<file path="config.mk">
export PLATFORM = sky130hd
export DESIGN_NAME = rtcm_top
export DESIGN_NICKNAME = d
export VERILOG_FILES = /design/src/design/rtcm_pkg.sv /design/src/design/rtcm_top.sv
export SDC_FILE = /design/constraint.sdc
export NUM_CORES = 1
export LEC_CHECK = 0
export BUFFER_PORTS_ARGS = -buffer_cell sky130_fd_sc_hd__buf_2
export CORE_ASPECT_RATIO = 0.6
export CORE_MARGIN = 2
export CORE_UTILIZATION = 64
export DETAILED_ROUTE_END_ITERATION = 10
export PLACE_DENSITY = 0.95
export SETUP_SLACK_MARGIN = 0.4
export SYNTH_ARGS = -nofsm -noshare
export SYNTH_HDL_FRONTEND = slang
export SYNTH_SLANG_ARGS = --single-unit
</file>
<file path="constraint.sdc">
create_clock -name clk -period 10.6 [get_ports clk]
set_input_delay 1.06 -clock clk [delete_from_list [all_inputs] [get_ports clk]]
set_output_delay 1.06 -clock clk [all_outputs]
set_load 0.03 [all_outputs]
</file>
<file path="src/design/rtcm_pkg.sv">
// Constants of the 16-bit count/match timer register block.
// Assumes a byte-wide register port and one system clock.
// Contract
// - Counter readable and writable as low byte at 0x08, high byte at 0x09.
// - Counter equal to top value sets wrap flag and returns counter to zero.
// - Top value is 16 bits, low byte 0x0A, high byte 0x0B.
// - New top value acts two counter clocks after writing; software waits for idle.
// - Counter equal to match value sets the match flag.
// - Match value is 16 bits, low byte 0x0C, high byte 0x0D.
// - New match value acts two counter clocks after writing; software waits for idle.
// - Match value above top value never yields match interrupt or event.
// - Wrap interrupt uses vector word offset 0x00.
// - Match interrupt uses vector word offset 0x02.
// - Divider select 000 stops; 001..111 divide by 1,2,8,16,64,256,1024.
// - Events thinned: top 0 every third, top 1 every second, else every one.
// - Flags set on the count after the condition; cleared by vector or write one.
// - Busy flag high while counter, control, top or match is crossing.
`default_nettype none
package rtcm_pkg;
  localparam logic [3:0] OFS_CTRL  = 4'h0;
  localparam logic [3:0] OFS_STAT  = 4'h1;
  localparam logic [3:0] OFS_IRQSEL = 4'h2;
  localparam logic [3:0] OFS_PEND  = 4'h3;
  localparam logic [3:0] OFS_LATCH = 4'h4;
  localparam logic [3:0] OFS_CNTLO = 4'h8;
  localparam logic [3:0] OFS_CNTHI = 4'h9;
  localparam logic [3:0] OFS_TOPL  = 4'ha;
  localparam logic [3:0] OFS_TOPH  = 4'hb;
  localparam logic [3:0] OFS_MATL  = 4'hc;
  localparam logic [3:0] OFS_MATH  = 4'hd;
  localparam logic [7:0] RST_BYTE  = 8'h00;
  localparam logic [15:0] RST_WORD = 16'h0000;
  localparam logic [7:0] VEC_WRAP  = 8'h00;
  localparam logic [7:0] VEC_MATCH = 8'h02;
  localparam int BIT_WRAP  = 0;
  localparam int BIT_MATCH = 1;
  localparam int BIT_BUSY  = 0;
  localparam int PRE_MSB   = 2;
  localparam int WLVL_LSB  = 0;
  localparam int MLVL_LSB  = 2;
  localparam logic [2:0] DIV_OFF = 3'h0;
  typedef enum logic [2:0] {
    SY_IDLE  = 3'b001,
    SY_WAIT2 = 3'b010,
    SY_WAIT1 = 3'b100
  } rtcm_sync_t;
endpackage
`default_nettype wire

</file>
<file path="src/design/rtcm_top.sv">
// Count/match timer: registers, prescaler, counter, flags, events.
// Assumes refClk is an asynchronous slow reference pin; strobes one cycle.
`timescale 1ns/10ps
`default_nettype none
module rtcm_top (
  input  wire logic       clk,
  input  wire logic       arst_n,
  input  wire logic       refClk,
  input  wire logic [3:0] regAddr,
  input  wire logic [7:0] regWrData,
  input  wire logic       regWr,
  input  wire logic       regRd,
  input  wire logic       wrapVecAck,
  input  wire logic       matchVecAck,
  output logic      [7:0] regRdData,
  output logic            irq,
  output logic      [7:0] irqVecOfs,
  output logic            wrapEvent,
  output logic            matchEvent
);

  function automatic logic [9:0] divMask(input logic [2:0] sel);
    unique case (sel)
      3'h2:    divMask = 10'h001;
      3'h3:    divMask = 10'h007;
      3'h4:    divMask = 10'h00f;
      3'h5:    divMask = 10'h03f;
      3'h6:    divMask = 10'h0ff;
      3'h7:    divMask = 10'h3ff;
      default: divMask = 10'h000;
    endcase
  endfunction

  function automatic logic [1:0] thinPeriod(input logic [15:0] top);
    if (top == 16'h0000)
      thinPeriod = 2'h3;
    else if (top == 16'h0001)
      thinPeriod = 2'h2;
    else
      thinPeriod = 2'h1;
  endfunction

  logic [1:0]  rstSync_r;
  logic        rstN;
  logic        refS1_r, refS2_r, refS3_r, refLvl_r;
  logic        refRise;
  logic [9:0]  preCnt_r;
  logic        tick;
  logic [2:0]  ctrlSys_r, ctrlAct_r;
  logic [15:0] cntSys_r, cntAct_r;
  logic [15:0] topSys_r, topAct_r;
  logic [15:0] matSys_r, matAct_r;
  logic [3:0]  irqSel_r;
  logic [1:0]  pend_r;
  logic [7:0]  latch_r;
  logic        pendCnt_r, pendTop_r, pendMat_r, pendCtl_r;
  rtcm_pkg::rtcm_sync_t syncSt_r;
  logic        applyNow, busy;
  logic        wrapHit, matchHit;
  logic [1:0]  hit, evNxt, en, clr;
  logic [7:0]  rdMux;
  logic        wrCtl, wrCntH, wrTopH, wrMatH, hiWr;

  always_ff @(posedge clk or negedge arst_n)
    if (!arst_n)
      rstSync_r <= 2'h0;
    else
      rstSync_r <= {rstSync_r[0], 1'b1};
  assign rstN = rstSync_r[1];

  // Third stage filters: edge counts only once second and third agree
  always_ff @(posedge clk or negedge rstN)
    if (!rstN)
    begin
      refS1_r  <= 1'b0;
      refS2_r  <= 1'b0;
      refS3_r  <= 1'b0;
      refLvl_r <= 1'b0;
    end
    else
    begin
      refS1_r <= refClk;
      refS2_r <= refS1_r;
      refS3_r <= refS2_r;
      if (refS2_r == refS3_r)
        refLvl_r <= refS3_r;
    end
  assign refRise = refS2_r & refS3_r & ~refLvl_r;

  always_ff @(posedge clk or negedge rstN)
    if (!rstN)
      preCnt_r <= 10'h000;
    else if (refRise)
      preCnt_r <= preCnt_r + 10'h001;

  assign tick = refRise && (ctrlAct_r != rtcm_pkg::DIV_OFF) &&
                ((preCnt_r & divMask(ctrlAct_r)) == divMask(ctrlAct_r));

  assign wrCtl  = regWr && regAddr == rtcm_pkg::OFS_CTRL;
  assign wrCntH = regWr && regAddr == rtcm_pkg::OFS_CNTHI;
  assign wrTopH = regWr && regAddr == rtcm_pkg::OFS_TOPH;
  assign wrMatH = regWr && regAddr == rtcm_pkg::OFS_MATH;
  assign hiWr   = wrCtl || wrCntH || wrTopH || wrMatH;

  // High byte commits the pair held in the latch
  always_ff @(posedge clk or negedge rstN)
    if (!rstN)
    begin
      ctrlSys_r <= 3'h0;
      cntSys_r  <= rtcm_pkg::RST_WORD;
      topSys_r  <= rtcm_pkg::RST_WORD;
      matSys_r  <= rtcm_pkg::RST_WORD;
      irqSel_r  <= 4'h0;
    end
    else if (regWr)
    begin
      if (wrCtl)
        ctrlSys_r <= regWrData[rtcm_pkg::PRE_MSB:0];
      if (wrCntH)
        cntSys_r <= {regWrData, latch_r};
      if (wrTopH)
        topSys_r <= {regWrData, latch_r};
      if (wrMatH)
        matSys_r <= {regWrData, latch_r};
      if (regAddr == rtcm_pkg::OFS_IRQSEL)
        irqSel_r <= regWrData[3:0];
    end

  always_ff @(posedge clk or negedge rstN)
    if (!rstN)
      latch_r <= rtcm_pkg::RST_BYTE;
    else if (regWr && (regAddr == rtcm_pkg::OFS_CNTLO || regAddr == rtcm_pkg::OFS_TOPL ||
             regAddr == rtcm_pkg::OFS_MATL || regAddr == rtcm_pkg::OFS_LATCH))
      latch_r <= regWrData;
    else if (regRd && regAddr == rtcm_pkg::OFS_CNTLO)
      latch_r <= cntAct_r[15:8];
    else if (regRd && regAddr == rtcm_pkg::OFS_TOPL)
      latch_r <= topSys_r[15:8];
    else if (regRd && regAddr == rtcm_pkg::OFS_MATL)
      latch_r <= matSys_r[15:8];

  // Crossing: applied on the second reference edge after the write
  // A control or high-byte write during the wait restarts it, so a busy poll may stall a while
  always_ff @(posedge clk or negedge rstN)
    if (!rstN)
      syncSt_r <= rtcm_pkg::SY_IDLE;
    else if (hiWr)
      syncSt_r <= rtcm_pkg::SY_WAIT2;
    else if (refRise)
    begin
      unique case (syncSt_r)
        rtcm_pkg::SY_IDLE:  syncSt_r <= rtcm_pkg::SY_IDLE;
        rtcm_pkg::SY_WAIT2: syncSt_r <= rtcm_pkg::SY_WAIT1;
        rtcm_pkg::SY_WAIT1: syncSt_r <= rtcm_pkg::SY_IDLE;
        default:            syncSt_r <= rtcm_pkg::SY_IDLE;
      endcase
    end
  assign applyNow = refRise && syncSt_r == rtcm_pkg::SY_WAIT1 && !hiWr;
  assign busy     = syncSt_r != rtcm_pkg::SY_IDLE;

  always_ff @(posedge clk or negedge rstN)
    if (!rstN)
    begin
      pendCnt_r <= 1'b0;
      pendTop_r <= 1'b0;
      pendMat_r <= 1'b0;
      pendCtl_r <= 1'b0;
    end
    else if (applyNow)
    begin
      pendCnt_r <= 1'b0;
      pendTop_r <= 1'b0;
      pendMat_r <= 1'b0;
      pendCtl_r <= 1'b0;
    end
    else
    begin
      pendCnt_r <= pendCnt_r | wrCntH;
      pendTop_r <= pendTop_r | wrTopH;
      pendMat_r <= pendMat_r | wrMatH;
      pendCtl_r <= pendCtl_r | wrCtl;
    end

  always_ff @(posedge clk or negedge rstN)
    if (!rstN)
    begin
      ctrlAct_r <= 3'h0;
      topAct_r  <= rtcm_pkg::RST_WORD;
      matAct_r  <= rtcm_pkg::RST_WORD;
    end
    else if (applyNow)
    begin
      if (pendCtl_r)
        ctrlAct_r <= ctrlSys_r;
      if (pendTop_r)
        topAct_r <= topSys_r;
      if (pendMat_r)
        matAct_r <= matSys_r;
    end

  assign wrapHit  = tick && cntAct_r == topAct_r;
  assign matchHit = tick && cntAct_r == matAct_r && matAct_r <= topAct_r;

  always_ff @(posedge clk or negedge rstN)
    if (!rstN)
      cntAct_r <= rtcm_pkg::RST_WORD;
    else if (applyNow && pendCnt_r)
      cntAct_r <= cntSys_r;
    else if (wrapHit)
      cntAct_r <= 16'h0000;
    else if (tick)
      cntAct_r <= cntAct_r + 16'h0001;

  assign hit = {matchHit, wrapHit};
  assign clr = ({2{regWr && regAddr == rtcm_pkg::OFS_PEND}} & regWrData[1:0]) |
               {matchVecAck, wrapVecAck};

  // Set wins over a clear in the same cycle
  always_ff @(posedge clk or negedge rstN)
    if (!rstN)
      pend_r <= 2'h0;
    else
      pend_r <= (pend_r & ~clr) | hit;

  // Events see fewer edges when the period is too short to cross
  for (genvar g = 0; g < 2; g++)
  begin : gThin
    logic [1:0] thin_r;
    always_ff @(posedge clk or negedge rstN)
      if (!rstN)
        thin_r <= 2'h0;
      else if (hit[g])
        thin_r <= (thin_r + 2'h1 >= thinPeriod(topAct_r)) ? 2'h0 : thin_r + 2'h1;
    assign evNxt[g] = hit[g] && (thin_r == 2'h0 || thinPeriod(topAct_r) == 2'h1);
  end

  assign en = {|irqSel_r[rtcm_pkg::MLVL_LSB+:2], |irqSel_r[rtcm_pkg::WLVL_LSB+:2]};

  always_ff @(posedge clk or negedge rstN)
    if (!rstN)
    begin
      irq        <= 1'b0;
      irqVecOfs  <= rtcm_pkg::VEC_WRAP;
      wrapEvent  <= 1'b0;
      matchEvent <= 1'b0;
    end
    else
    begin
      irq        <= |(pend_r & en);
      wrapEvent  <= evNxt[rtcm_pkg::BIT_WRAP];
      matchEvent <= evNxt[rtcm_pkg::BIT_MATCH];
      if (pend_r[rtcm_pkg::BIT_WRAP] && en[rtcm_pkg::BIT_WRAP])
        irqVecOfs <= rtcm_pkg::VEC_WRAP;
      else if (pend_r[rtcm_pkg::BIT_MATCH] && en[rtcm_pkg::BIT_MATCH])
        irqVecOfs <= rtcm_pkg::VEC_MATCH;
    end

  always_comb
  begin
    rdMux = rtcm_pkg::RST_BYTE;
    unique case (regAddr)
      rtcm_pkg::OFS_CTRL:   rdMux = {5'h00, ctrlSys_r};
      rtcm_pkg::OFS_STAT:   rdMux = {7'h00, busy};
      rtcm_pkg::OFS_IRQSEL: rdMux = {4'h0, irqSel_r};
      rtcm_pkg::OFS_PEND:   rdMux = {6'h00, pend_r};
      rtcm_pkg::OFS_LATCH:  rdMux = latch_r;
      rtcm_pkg::OFS_CNTLO:  rdMux = cntAct_r[7:0];
      rtcm_pkg::OFS_TOPL:   rdMux = topSys_r[7:0];
      rtcm_pkg::OFS_MATL:   rdMux = matSys_r[7:0];
      rtcm_pkg::OFS_CNTHI,
      rtcm_pkg::OFS_TOPH,
      rtcm_pkg::OFS_MATH:   rdMux = latch_r;
      default:              rdMux = rtcm_pkg::RST_BYTE;
    endcase
  end

  // Data only in the cycle after the strobe
  always_ff @(posedge clk or negedge rstN)
    if (!rstN)
      regRdData <= rtcm_pkg::RST_BYTE;
    else
      regRdData <= regRd ? rdMux : rtcm_pkg::RST_BYTE;
endmodule // rtcm_top
`default_nettype wire

</file>
# After elaboration in Yosys (flattened, before gate mapping)
# Index checks and enable logic that the tools add are counted.
dict set report word_totals {
  ff_bits 162
}
dict set report classes {
  addsub 4
  n_lt_le_gt_ge 3
  eq_ne 25
  muxes 25
  bitwise_logic 14
  reduce_logical 51
}
# op n
set ops {}
lappend ops {{$pmux W8 S8} 1}
lappend ops {{$pmux W10 S6} 1}
lappend ops {{$mux W8} 7}
lappend ops {{$mux W16} 3}
lappend ops {{$eq A16 B16 Y1} 2}
lappend ops {{$eq A4 B4 Y1 const B} 6}
lappend ops {{$logic_and A1 B1 Y1} 21}
lappend ops {{$add A16 B1 Y16 const B} 1}
lappend ops {{$eq A16 B1 Y1 const B} 1}
lappend ops {{$le A16 B16 Y1} 1}
lappend ops {{$logic_not A16 Y1} 1}
lappend ops {{$reduce_and A2 Y1} 8}
lappend ops {{$eq A3 B3 Y1 const B} 5}
lappend ops {{$mux W2} 6}
lappend ops {{$add A10 B1 Y10 const B} 1}
lappend ops {{$and A10 B10 Y10} 1}
lappend ops {{$eq A10 B10 Y1} 1}
lappend ops {{$eq A3 B2 Y1 const B} 3}
lappend ops {{$mux W3} 3}
lappend ops {{$eq A4 B2 Y1 const B} 2}
lappend ops {{$logic_or A1 B1 Y1} 8}
lappend ops {{$and A2 B2 Y2} 3}
lappend ops {{$reduce_bool A3 Y1} 2}
lappend ops {{$reduce_or A2 Y1} 3}
lappend ops {{19 further kinds} 31}

# Longest topological paths before layout
dict set report logic_depth {
  ltp_word 10
  ltp_mapped 9
}

# Worst setup path before layout
# OpenSTA, ideal clock, no wires.
dict set report synth_timing {
  path_type {input to register}
  startpoint {in regAddr[2]}
  endpoint {reg cntSys_r[10]}
  setup_time_ns 0.125
  t_arrival_ns 2.473
  required_ns 10.475
  path_slack_ns 8.002
  stages 6
  path_buffers 2
  cell_sequence {buf_6 -> and2b_1 -> nand3_1 -> nor2_1 -> buf_2 -> mux2_2}
}
dict set report synth_between {
  elab_chain_cells 3
}
# item line_no
set synth_lines {}
lappend synth_lines {{from (decl)} rtcm_top.sv:9} ;# input wire logic [3:0] regAddr,
lappend synth_lines {{$eq A4 B4 Y1} rtcm_top.sv:100} ;# assign wrCntH = regWr && regAddr == rtcm_pkg::OFS_CNTHI;
lappend synth_lines {{$logic_and A1 B1 Y1} rtcm_top.sv:100}
lappend synth_lines {{$reduce_and A2 Y1 (no line)} n/a}
lappend synth_lines {{to (signal assigned)} rtcm_top.sv:110} ;# cntSys_r <= rtcm_pkg::RST_WORD;
lappend synth_lines {{to (signal assigned)} rtcm_top.sv:120} ;# cntSys_r <= {regWrData, latch_r};
lappend synth_lines {{to (decl)} rtcm_top.sv:50} ;# logic [15:0] cntSys_r, cntAct_r;
# No other way between the ends.
# A chain may end at the register's enable or synchronous reset.

# Final worst setup path
dict set report layout_timing {
  startpoint {in regAddr[2]}
  endpoint {reg matAct_r[5]}
}
dict set report layout_between {
  elab_chain_cells 8
  elab_cells_between_ends 14
  classes_between {3 x eq/ne; 11 x reduce/logical}
}
# item line_no
set layout_lines {}
lappend layout_lines {{$eq A4 B4 Y1 / $logic_not A4 Y1 (equally long branches)} {rtcm_top.sv:100, rtcm_top.sv:99}}
lappend layout_lines {{$logic_and A1 B1 Y1 (on tied branches)} {rtcm_top.sv:100, rtcm_top.sv:99}}
lappend layout_lines {{$logic_or A1 B1 Y1 (2 in series)} rtcm_top.sv:103} ;# assign hiWr = wrCtl || wrCntH || wrTopH || wrMatH;
lappend layout_lines {{$logic_or A1 B1 Y1 (*)} rtcm_top.sv:103}
lappend layout_lines {{$logic_not A1 Y1 (*)} rtcm_top.sv:158} ;# assign applyNow = refRise && syncSt_r == rtcm_pkg::SY_WAIT1 && !hiWr;
lappend layout_lines {{$logic_and A1 B1 Y1 (*)} rtcm_top.sv:158}
lappend layout_lines {{$reduce_and A2 Y1 (no line) (*)} n/a}
lappend layout_lines {{to (signal assigned)} rtcm_top.sv:189} ;# matAct_r <= rtcm_pkg::RST_WORD;
lappend layout_lines {{to (signal assigned)} rtcm_top.sv:198} ;# matAct_r <= matSys_r;
lappend layout_lines {{to (decl)} rtcm_top.sv:52} ;# logic [15:0] matSys_r, matAct_r;
# Every way passes the cells marked *; elsewhere a longest branch is shown, timed or not.

==> impl_metrics.json <==
{
  "synthSimpleGateAreaFrac_pct": 14.2,
  "ant_nets": 0,
  "setup_ws_ns": 7.55,
  "end_kind": "register",
  "slew-limit-headroom_pct": 17.6,
  "die_w_um": 149,
  "grt_first_pass_wirelength_mm": 33.8,
  "start_util_pct": 66.1,
  "routabilityCongestion": 0.933,
  "status": "completed",
  "ctsHoldBuffers": 0,
  "drt_wl_total_mm": 21.3,
  "hold_class": "register to register",
  "p_leak_nw": 4.06,
  "fmax_mhz": 328,
  "async_flop_share_pct": 100,
  "synth_fa_ha_area_share_pct": 3.90,
  "postSynthCellCount": 745,
  "r2r_start": "refS2_r",
  "clk_path_buf_depth": 2,
  "required_ns": 10.91,
  "layout-drive-gt1-share_pct": 22.0,
  "synthFlopType": "dfrtp_1",
  "ys_top_cells_by_area": "dfrtp_1 (48%), mux2_2 (9.4%), ha_1 (3.9%)",
  "synth_top_family_by_area": "simple AND/OR/NAND/NOR gates",
  "vias_per_cell": 6.50,
  "period_needed_ns": 3.05,
  "synth_seq_cells": 155,
  "cts_tree": "yes",
  "drv_slew": 0,
  "final_hold_viol_count": 0,
  "die-area_um2": 13500,
  "place_area_um2": 8120,
  "worstPathArrival_ns": 3.36,
  "coreArea_um2": 12100,
  "portBuffers": 30,
  "setup_tns_ns": 0,
  "finalInstanceArea_um2": 8750,
  "drt_pass1_iterations": 5,
  "final_nets": 800,
  "io_pins": 38,
  "irDropWorstVdd_uv": 177,
  "dp.cells": 902,
  "pre_cts_ws_ns": 7.17,
  "final_cells": 934,
  "synth.most_common_cell": "dfrtp_1",
  "finClkSkew_ns": 0.00809,
  "yosys_warnings": 0,
  "synth_top_area_share_pct": 48.0,
  "grt_util_all_layers_pct": 33.4,
  "vias": 6072,
  "netlist_area_um2": 8020,
  "postCtsSetupRepairBufs": 0,
  "start_kind": "primary input",
  "row_count": 31,
  "clk_latency_ns": 0.43,
  "grt_pass1_vias": 6188,
  "rr_endpoint": "matAct_r[5]",
  "met3_usage_pct": 10.9,
  "drt-initial-drc-count": 697,
  "muxShareOfSynthArea_pct": 12.5,
  "root_buffer": "clkbuf_16",
  "die_h_um": 90.7,
  "post_drt_wl_per_cell_um": 22.8,
  "ff2ff_path_depth": 6,
  "p_per_area_nw_per_um2": 215,
  "tightest_slew_ns": 1.24,
  "drc": 0,
  "num_antenna_cells": 0,
  "rsz0062_at_grt": "no",
  "post_cts_resized": 0,
  "htree_levels": 4,
  "gr-usage-met1_pct": 48.1,
  "clkSinkCount": 155,
  "top_usage_layer": "met1",
  "grtUsageMet2_pct": 48.0,
  "synth_xor_area_share_pct": 4.48,
  "setup_viol": 0,
  "synth_compound_area_share_pct": 11.1,
  "yosysUniqueCellTypes": 69,
  "antenna_found_initial": 1,
  "synth_common_cells": "dfrtp_1 (154), mux2_2 (67), nor2_1 (66)",
  "crit_type": "primary input to register",
  "finish.utilization_pct": 72.1,
  "crit_fanout": 18,
  "drv_cap": 0,
  "crit_end": "matAct_r[5]",
  "total_power_mw": 1.88,
  "area_growth_pct": 9.10,
  "numCtsBuffers": 17,
  "holdWs_ns": 0.353,
  "synth-edff-count": 0,
  "syn_avg_cell_area_um2": 10.8,
  "synth.yosys.seq_area_share_pct": 48.4,
  "grt_max_degree": 88,
  "dp_hpwl_mm": 14.6,
  "fin_crit_sh_pct": 28.8,
  "cp-startpoint": "regAddr[2]",
  "rrSetupSlack_ns": 7.81,
  "grt_overflow_total": 0,
  "yosys.area.top_type": "dfrtp_1",
  "clk_pin_slew_ns": 0.06
}
## kinds of logic after synthesis
group	count (synthesis)
other cells	2
flops	155
xor+xnor	41
buf+inv	78
fa+ha+maj	25
mux	88
compound gates	131
simple gates	225
## where the power goes
part,total [mW],switching (mW),internal (mW)
registers,0.902,0.191,0.712
logic,0.328,0.163,0.166
clock network,0.648,0.255,0.393
total,1.88,0.609,1.27
## metal layers
metal / wire, µm / part of all wire (%)
met1: 9020 / 42
met2: 9300 / 44
met3: 2630 / 12
met4: 333 / 1.6
met5: 13 / 0.061
## cell type report
cell class                 instances  area, µm²
fill                             796       3390
tap                              165        206
clock buffer                      21        470
inverter                          31        116
sequential                       155       3880
clock inverter                    11        156
multi-input combinational        518       3740
timing repair buffer              33        173
## worst max-delay path, stage by stage
cell     delay, ns
buf_2         0.30
nor2_1        0.21
a32o_1        0.29
a21oi_4       0.24
and2_1        0.82
mux2_2        0.42
## registers in the layout (all words and copies together) (netlist names), 8 cells and up
signal,count
cntAct_r,16
cntSys_r,16
matAct_r,16
matSys_r,16
topAct_r,16
topSys_r,16
preCnt_r,10
latch_r,8
regRdData,8
## how the worst min path moves through the flow
stage,from,end,slack [ns],cells after the start
finish,rstSync_r[0],rstSync_r[1],0.35,0
global route,rstSync_r[0],rstSync_r[1],0.38,0
CTS,rstSync_r[0],rstSync_r[1],0.36,0
detailed placement,rstSync_r[0],rstSync_r[1],0.34,0
global placement,refS1_r,refS2_r,0.33,0
floorplan,refS1_r,refS2_r,0.33,0
## placed cells by master, fill, tap and decap left out, types with 8 or more instances in the layout
master | netlist | routed
nand2_1 | 60 | 60
mux2_2 | 67 | 67
dfrtp_1 | 154 | 153
conb_1 | 2 | 8
nand3_1 | 29 | 29
ha_1 | 25 | 25
nor2_1 | 66 | 66
nand4_1 | 11 | 11
a221oi_1 | 16 | 16
nor4_1 | 10 | 10
xor2_1 | 34 | 34
inv_1 | 31 | 31
a21o_2 | 8 | 8
mux2i_1 | 13 | 13
o21ai_0 | 40 | 40
clkbuf_16 | 0 | 17
a21oi_1 | 22 | 22
mux2_4 | 8 | 8
buf_2 | 11 | 30
Power figures use the tool's default switching activity.
